$ cat config.mk
export PLATFORM = sky130hd
export DESIGN_NAME = anr_regs
export DESIGN_NICKNAME = d
export VERILOG_FILES = /design/src/anr_pkg.sv /design/src/anr_irq.sv /design/src/anr_regs.sv
export VERILOG_INCLUDE_DIRS = /design/src /design/src/src
export SDC_FILE = /design/constraint.sdc
export NUM_CORES = 1
export LEC_CHECK = 0
export BUFFER_PORTS_ARGS = -buffer_cell sky130_fd_sc_hd__buf_2
export CAP_MARGIN = 10
export CORE_ASPECT_RATIO = 0.7
export CORE_MARGIN = 8
export CORE_UTILIZATION = 45
export CTS_CLUSTER_DIAMETER = 120
export DETAILED_ROUTE_END_ITERATION = 7
export GPL_TIMING_DRIVEN = 0
export MAX_ROUTING_LAYER = met4
export PLACE_DENSITY = 0.77
export SLEW_MARGIN = 20
export SYNTH_ARGS = -nofsm -noshare
export SYNTH_HDL_FRONTEND = slang
export SYNTH_SLANG_ARGS = --single-unit
$ cat constraint.sdc
create_clock -name clk -period 1 [get_ports clk]
set_input_delay 0.05 -clock clk [delete_from_list [all_inputs] [get_ports clk]]
set_output_delay 0.05 -clock clk [all_outputs]
set_load 0.03 [all_outputs]
$ cat src/anr_consts.svh
`ifndef ANR_CONSTS_SVH
`define ANR_CONSTS_SVH

// ----------------------------------------
// Register offsets
// ----------------------------------------
`define ANR_OFF_EXPANSION 5'h06
`define ANR_OFF_NP_TX 5'h07
`define ANR_OFF_NP_RX 5'h08
`define ANR_OFF_IRQ_STAT 5'h1c
`define ANR_OFF_IRQ_MASK 5'h1d

// ----------------------------------------
// Expansion register bit positions
// ----------------------------------------
`define ANR_EXP_PD_FAULT 4
`define ANR_EXP_LP_NP_ABLE 3
`define ANR_EXP_LOCAL_NP_ABLE 2
`define ANR_EXP_PAGE_RX 1
`define ANR_EXP_LP_AN_ABLE 0

// ----------------------------------------
// Interrupt status bit positions
// ----------------------------------------
`define ANR_IRQ_PD_FAULT 0
`define ANR_IRQ_PAGE_RX 1
`define ANR_IRQ_NUM 2

// ----------------------------------------
// Reset values
// ----------------------------------------
`define ANR_LOCAL_NP_ABLE 1'b1
`define ANR_NP_TX_CODE_RST 11'h001
`define ANR_NP_RX_RST 16'h0000
`define ANR_IRQ_RST 2'h0

`endif

$ cat src/anr_pkg.sv
`default_nettype none
package anr_pkg;

  // Management access: one strobe at a time, read data one cycle later
  typedef struct packed {
    logic [4:0] addr;
    logic [15:0] wdata;
    logic wr;
    logic rd;
  } anr_bus_req_t;

  // Layout of a next-page code word
  typedef struct packed {
    logic next_page;
    logic rsvd;
    logic message_page_flag;
    logic comply_acknowledge;
    logic toggle;
    logic [10:0] message_or_unformatted_code;
  } anr_np_word_t;

  // Status from the auto-negotiation arbitration logic
  typedef struct packed {
    logic an_enable;
    logic pd_fault;
    logic page_rx;
    logic page_tx_done;
    logic partner_np_able;
    logic partner_autoneg_able;
    anr_np_word_t rx_word;
  } anr_an_in_t;

  typedef struct packed {
    logic pd_fault;
    logic page_rx;
    anr_np_word_t tx;
    anr_np_word_t rx;
    logic [15:0] rd_data;
  } anr_regs_state_t;

  typedef struct packed {
    logic [1:0] stat;
    logic [1:0] mask;
    logic irq;
  } anr_irq_state_t;

endpackage

`default_nettype wire

$ cat src/anr_irq.sv
`timescale 1ns/10ps
`default_nettype none
`include "anr_consts.svh"

module anr_irq (
  input wire logic clk,
  input wire logic rst_b,
  input wire logic [1:0] event_in,
  input wire logic wr_stat,
  input wire logic wr_mask,
  input wire logic [1:0] wdata,
  output logic [1:0] stat,
  output logic [1:0] mask,
  output logic irq
);
  import anr_pkg::*;

  anr_irq_state_t s_q;
  anr_irq_state_t s_d;
  logic [1:0] stat_nx;

  // ----------------------------------------
  // Sticky bits, write one to clear
  // ----------------------------------------
  // A new event in the clearing cycle keeps its bit set
  genvar i;
  generate
    for (i = 0; i < `ANR_IRQ_NUM; i++)
    begin : g_stat
      assign stat_nx[i] = event_in[i] | (s_q.stat[i] & ~(wr_stat & wdata[i]));
    end
  endgenerate

  always_comb
  begin
    s_d = s_q;
    s_d.stat = stat_nx;
    if (wr_mask)
    begin
      s_d.mask = wdata;
    end
    s_d.irq = |(s_d.stat & s_d.mask);
  end

  always_ff @(posedge clk)
  begin
    if (!rst_b)
    begin
      s_q <= '0;
    end
    else
    begin
      s_q <= s_d;
    end
  end

  assign stat = s_q.stat;
  assign mask = s_q.mask;
  assign irq = s_q.irq;
endmodule

`default_nettype wire

$ cat src/anr_regs.sv
// How it works
// [RULE1] Parallel detection fault sets expansion bit 4; reading the register clears it.
// [RULE2] Expansion bit 3 shows whether the partner is next-page capable.
// [RULE3] Expansion bit 2 shows local next-page capability, reading one by default.
// [RULE4] A new page from the partner sets expansion bit 1; a read clears it.
// [RULE5] With auto-negotiation on, expansion bit 0 shows partner auto-negotiation ability.
// [RULE6] Writable transmit next-page word; code field resets to one, rest zero.
// [RULE7] Every page received is captured into a read-only word resetting to zero.
// [RULE8] Bit 15 of either word is one while more pages follow.
// [RULE9] Bit 13 marks message page; writable on transmit, read-only on receive.
// [RULE10] Bits 10 to 0 are message code or unformatted code per bit 13.
// [RULE11] Bit 12 says whether the sender can comply with the message.
// [RULE12] Bit 11 is the inverted previous toggle, driven by hardware only.
// [RULE13] Reading a clear-on-read bit returns the old value, clearing afterwards.
//
// Chosen here: strobed register access.
`timescale 1ns/10ps
`default_nettype none
`include "anr_consts.svh"

module anr_regs (
  input wire logic clk,
  input wire logic rst_b,
  input wire anr_pkg::anr_bus_req_t bus,
  input wire anr_pkg::anr_an_in_t an,
  output logic [15:0] rd_data,
  output anr_pkg::anr_np_word_t np_tx_word,
  output logic irq
);
  import anr_pkg::*;

  // ----------------------------------------
  // Address decode
  // ----------------------------------------
  function automatic logic hit(input logic [4:0] addr, input logic [4:0] off);
    hit = (addr == off);
  endfunction

  anr_regs_state_t s_q;
  anr_regs_state_t s_d;
  logic rd_exp;
  logic wr_tx;
  logic wr_istat;
  logic wr_imask;
  logic [1:0] istat;
  logic [1:0] imask;
  logic [15:0] exp_val;
  logic lp_an_view;

  assign rd_exp = bus.rd && hit(bus.addr, `ANR_OFF_EXPANSION);
  assign wr_tx = bus.wr && hit(bus.addr, `ANR_OFF_NP_TX);
  assign wr_istat = bus.wr && hit(bus.addr, `ANR_OFF_IRQ_STAT);
  assign wr_imask = bus.wr && hit(bus.addr, `ANR_OFF_IRQ_MASK);

  // Partner ability is only meaningful while negotiation runs
  assign lp_an_view = an.an_enable & an.partner_autoneg_able; // [RULE5]

  // ----------------------------------------
  // Expansion register view
  // ----------------------------------------
  always_comb
  begin
    exp_val = 16'h0000;
    exp_val[`ANR_EXP_PD_FAULT] = s_q.pd_fault; // [RULE1]
    exp_val[`ANR_EXP_LP_NP_ABLE] = an.partner_np_able; // [RULE2]
    exp_val[`ANR_EXP_LOCAL_NP_ABLE] = `ANR_LOCAL_NP_ABLE; // [RULE3]
    exp_val[`ANR_EXP_PAGE_RX] = s_q.page_rx; // [RULE4]
    exp_val[`ANR_EXP_LP_AN_ABLE] = lp_an_view; // [RULE5]
  end

  // ----------------------------------------
  // Next state
  // ----------------------------------------
  always_comb
  begin
    s_d = s_q;
    // Read returns the held value, the clear lands on the same edge;
    // an event in that cycle wins so it is never lost
    if (rd_exp)
    begin
      s_d.pd_fault = 1'b0; // [RULE1] [RULE13]
      s_d.page_rx = 1'b0; // [RULE4] [RULE13]
    end
    if (an.pd_fault)
    begin
      s_d.pd_fault = 1'b1; // [RULE1]
    end
    if (an.page_rx)
    begin
      s_d.page_rx = 1'b1; // [RULE4]
      s_d.rx = an.rx_word; // [RULE7] [RULE8] [RULE9] [RULE10] [RULE11]
      s_d.rx.rsvd = 1'b0;
    end
    if (wr_tx)
    begin
      s_d.tx.next_page = bus.wdata[15]; // [RULE8]
      s_d.tx.message_page_flag = bus.wdata[13]; // [RULE9]
      s_d.tx.comply_acknowledge = bus.wdata[12]; // [RULE11]
      s_d.tx.message_or_unformatted_code = bus.wdata[10:0]; // [RULE6] [RULE10]
    end
    // Toggle alternates per exchanged word; software writes cannot touch it
    if (an.page_tx_done)
    begin
      s_d.tx.toggle = ~s_q.tx.toggle; // [RULE12]
    end
    // Registered answer: one cycle of latency, but the flags and the clear share a single edge
    s_d.rd_data = 16'h0000;
    if (bus.rd)
    begin
      if (hit(bus.addr, `ANR_OFF_EXPANSION))
      begin
        s_d.rd_data = exp_val; // [RULE13]
      end
      else if (hit(bus.addr, `ANR_OFF_NP_TX))
      begin
        s_d.rd_data = s_q.tx;
      end
      else if (hit(bus.addr, `ANR_OFF_NP_RX))
      begin
        s_d.rd_data = s_q.rx;
      end
      else if (hit(bus.addr, `ANR_OFF_IRQ_STAT))
      begin
        s_d.rd_data = {14'h0000, istat};
      end
      else if (hit(bus.addr, `ANR_OFF_IRQ_MASK))
      begin
        s_d.rd_data = {14'h0000, imask};
      end
      else
      begin
        s_d.rd_data = 16'h0000;
      end
    end
  end

  always_ff @(posedge clk)
  begin
    if (!rst_b)
    begin
      s_q.pd_fault <= 1'b0;
      s_q.page_rx <= 1'b0;
      // Toggle starts cleared, so the first exchanged word carries a zero there
      s_q.tx <= {5'h00, `ANR_NP_TX_CODE_RST}; // [RULE6]
      s_q.rx <= `ANR_NP_RX_RST; // [RULE7]
      s_q.rd_data <= 16'h0000;
    end
    else
    begin
      s_q <= s_d;
    end
  end

  // ----------------------------------------
  // Interrupt status and mask
  // ----------------------------------------
  anr_irq u_irq (
    .clk(clk),
    .rst_b(rst_b),
    .event_in({an.page_rx, an.pd_fault}),
    .wr_stat(wr_istat),
    .wr_mask(wr_imask),
    .wdata(bus.wdata[1:0]),
    .stat(istat),
    .mask(imask),
    .irq(irq)
  );

  assign rd_data = s_q.rd_data;
  assign np_tx_word = s_q.tx;
endmodule

`default_nettype wire

## Word level (Yosys, flattened, before mapping)

Index checks and enable logic that the tools add are counted.

- Register bits: 53
- Input port bits: 47
- Logic and storage cells: 53

- Bitwise gates (word level): 13
- Equality and inequality tests: 5
- Reduce and logical (&&, ||, !) cells: 9
- Mux-type cells: 9

Operators with widths:

| kind | number |
|---|---|
| $mux W16 | 2 |
| $eq A5 B3 Y1 const B | 2 |
| $eq A5 B5 Y1 const B | 2 |
| $mux W2 | 4 |
| $and A1 B1 Y1 | 5 |
| $eq A5 B4 Y1 const B | 1 |
| $mux W5 | 1 |
| $not A1 Y1 | 5 |
| $logic_and A1 B1 Y1 | 4 |
| $reduce_bool A2 Y1 | 2 |
| $reduce_or A3 Y1 | 1 |
| $and A2 B2 Y2 | 1 |
| $mux W1 | 2 |
| $or A1 B1 Y1 | 2 |
| $reduce_and A2 Y1 | 1 |
| $reduce_or A2 Y1 | 1 |

## Longest topological paths before layout

- Depth after elaboration: 8
- Gate-level depth with buffers: 6

## By module

Synthesis repeated with hierarchy kept, for this count alone.

- Cells, all modules: 243
- Area total of the unflattened synthesis: 2,270.9 um^2

By module, submodules not included:

| module | times used | area an instance (um^2) | cells an instance | sequential area each (um^2) |
|---|---|---|---|---|
| anr_regs | 1 | 2,089.5 | 225 | 940.9 |
| anr_irq | 1 | 181.4 | 18 | 100.1 |

## Least setup slack after synthesis

OpenSTA, ideal clock, no wires.

- Kind: register -> register
- From: register u_irq.s_q, in the netlist u_irq.stat[0]
- To: register, netlist name rd_data[0]
- Arrival time: 0.911 ns
- Stages on the path, launching flop included: 5
- Buffers on the path: 0
- Setup time: 0.123 ns
- Path slack: -0.034 ns
- Period minus slack after synthesis: 1.034 ns
- Cells stage by stage: dfxtp_1 nor2b_1 a2bb2o_1 a221oi_1 nor3_1

- Cells in the longest elaborated chain, start to end: 4

Ends and longest elaborated chain:

| what | RTL line | RTL |
|---|---|---|
| from (decl) | anr_irq.sv:18 | `anr_irq_state_t s_q;` |
| from (signal assigned) | anr_irq.sv:49 | `s_q <= '0;` |
| from (signal assigned) | anr_irq.sv:53 | `s_q <= s_d;` |
| $mux W2 | anr_regs.sv:122 | `` else if (hit(bus.addr, `ANR_OFF_IRQ_STAT)) `` |
| $mux W16 | anr_regs.sv:118 | `` else if (hit(bus.addr, `ANR_OFF_NP_RX)) `` |
| $mux W16 | anr_regs.sv:114 | `` else if (hit(bus.addr, `ANR_OFF_NP_TX)) `` |
| $mux W5 | anr_regs.sv:110 | `` if (hit(bus.addr, `ANR_OFF_EXPANSION)) `` |

No other way between the ends.
A chain may end at the register's enable or synchronous reset.

## Final worst setup path

- From: register u_irq.s_q, in the netlist u_irq.stat[1]
- To: register, netlist name rd_data[1]

- Cells in the longest elaborated chain, start to end: 4

Ends and longest elaborated chain:

| what | RTL line |
|---|---|
| $mux W2 | anr_regs.sv:122 |
| $mux W16 | anr_regs.sv:118 |
| $mux W16 | anr_regs.sv:114 |
| $mux W5 | anr_regs.sv:110 |

No other way between the ends.

==> metrics <==
Fin. Hold Viols=2; gr ovfl total=0; initial antenna violation count=0; routed wire length=6230 µm; quantity of I/O buffers inserted on ports=between 70 and 80; Worst-Skew Late Latency=300 ps; Synth Register Bits=52; Post-synth EDFFs=0; Setup WS post-layout=-10.9 ps; Max-Cap Viols=0; Seq/Total Area, Yosys=0.441; Final TNS setup=-13.3 ps; clock sink count=52; final instance area=3290 µm²; Critical Path End Type=flip-flop; global-route wire length before repair=9810 µm; prevailing post-synth register cell=dfxtp_1; post-route clock skew=4.44 ps; initial DRC count=117; required time worst endpoint=about 1200 ps; Vias=2037; Leak=0.00150 µW; via/cell ratio=4.76; final antenna diode count=0; failing checks=negative hold slack, negative setup slack; Post-layout nets=around 400; Detailed Place HPWL=~4400 µm; Hold Worst Slack=-10.0 ps; clk buf depth=2; Post-DRT Antenna Nets=0; Yosys cell types=40; fmax=989 MHz; top post-synthesis cells by area=dfxtp_1 (44%), buf_4 (11%), mux2i_1 (8.1%); Max rail drop VDD=0.691 mV; Cell Rows=22; # fillers=437; FF+latch area=1060 µm²; I/O pin count=80; largest area contributor in the netlist=dfxtp_1; Placed Area=2830 µm²; worst path cell trace=mux2_4 -> a221oi_2 -> o31ai_1; CTS root buf=clkbuf_8; area fraction of the dominant cell type after synthesis=0.441; Crit Path Max Fanout=2; P per Cell Area=~1200 nW/µm²; Cells after Synth=250; Largest stage delay, worst path=330 ps; number of global-route vias before repair=2074; # DRC=0; CTS HTree Levels=2; pre-CTS setup slack=-308 ps; synthesized area per cell=between 9 and 10 µm²; WP buf/inv=0; Crit-path slowest cell=dfxtp_2; crit-path leading delay family=flip-flops; mapped cell area=around 2400 µm²; core area=roughly 5000 µm²; # setup viols final=2; cts bufs inserted=5; Final Wtd Congestion=about 0.86; outcome=complete, but fails checks; Layout Area Growth over Synthesis=39.3%; min cycle time layout=1010 ps; Worst setup SP type=flip-flop; Initial Utilization=0.458; multi-input logic area=1030 µm²; Tcrit/Tclk final=1.01; Setup CP Type=reg -> reg; fraction of layout cells with a size suffix above 1=0.463; RSZ-0062 raised after global routing=yes; DR WL/cell=approximately 15 µm; die height=76.6 µm; GRT Total Usage=0.162; die area=7850 µm²; Hold/Removal Path Class=in -> reg; fin. max-slew vios=0; largest net degree at the start of global routing=16; Warnings, synthesis=0; Worst EP arrival=around 1200 ps; Synth async-reset ratio=0; Die W=103 µm; CTS tree=done; Initial DRT Pass Iterations=4; Clock transition at path regs=about 90 ps
worst paths after layout:
path	start	end	slack, ps	cells after the start
min reg2reg	s_q[18]$_SDFFE_PN0P_	rd_data[2]$_SDFF_PN0_	480	2
min	bus[11]	np_tx_word[9]$_SDFFE_PN0P_	-10	3
max reg2reg	u_irq.stat[1]$_SDFF_PN0_	rd_data[1]$_SDFF_PN0_	-10	3
max	u_irq.stat[1]$_SDFF_PN0_	rd_data[1]$_SDFF_PN0_	-10	3
flip-flops by register name (all words and copies together), names as in the netlist:
name        count
np_tx_word     15
rd_data        15
s_q            15
exp_val         2
u_irq.mask      2
u_irq.stat      2
u_irq.irq       1
per-layer routing:
layer	up-vias	global-route usage	share of wire
met5	-	-	0
met4	0	0.0555	0.017
met3	12	0.0420	0.068
met2	73	0.255	0.47
met1	927	0.194	0.45
li1	1025	-	-
cell usage after synthesis (all sizes together) (2+ instances only):
| master | number |
|---|---|
| a22oi | 11 |
| o21ai | 2 |
| a21o | 2 |
| a21boi | 15 |
| and3 | 2 |
| nand2 | 33 |
| clkbuf | 4 |
| o21a | 2 |
| a21oi | 5 |
| nor2 | 17 |
| nand3 | 2 |
| and2 | 2 |
| nor2b | 18 |
| buf | 42 |
| a221oi | 2 |
| dfxtp | 52 |
| mux2i | 19 |
| nand4 | 3 |
where the power goes:
group,switching (µW),internal [µW]
registers,32.5,2130
logic,231,260
clock network,683,744
total,946,3130
logic make-up after synthesis:
group	Yosys count	synth area share
multiplexers	20	0.0854
other	1	0.00159
AO/OA/AOI/OAI	45	0.140
XOR/XNOR	1	0.00371
buffers and inverters	47	0.144
AND/OR/NAND/NOR	84	0.184
flip-flops	52	0.441
through the flow:
step	cells	power [µW]	utilization
6_report	428	4080	0.638
4_1_cts	419	4090	0.611
2_1_floorplan	251	2450	-
5_1_grt	428	4230	0.638
3_5_place_dp	396	2620	0.550
3_3_place_gp	396	2610	0.550
worst reg2reg max path, stage by stage (launching register included):
cell and delay [ps]:
dfxtp_2 330, mux2_4 270, a221oi_2 200, o31ai_1 90
final cells by class:
type,instances,area share
Buffer,46,0.104
Clock buffer,6,0.0221
Inverter,1,0.00114
Multi-Input combinational cell,152,0.312
Clock inverter,2,0.0107
Timing Repair Buffer,97,0.199
Sequential cell,52,0.323
Tap cell,72,0.0274
cell usage in the layout (no fill, tap or decap), drive strengths merged, types with 2 or more instances in the layout:
master,instances
a21boi,15
a21o,2
a21oi,5
a221oi,2
a22oi,11
and2,2
and3,2
buf,124
clkbuf,12
conb,2
dfxtp,52
dlygate4sd3,13
mux2i,19
nand2,33
nand3,2
nand4,3
nor2,17
nor2b,18
o21a,2
o21ai,2
repair_timing:
item	in CTS	in global routing
hold buffers	13	0
pin swaps	3	6
setup endpoints to repair	17	35
gates resized for setup	24	27
buffers inserted	2	10
hold endpoints to repair	13	0
(Power assumes the default switching activity.)
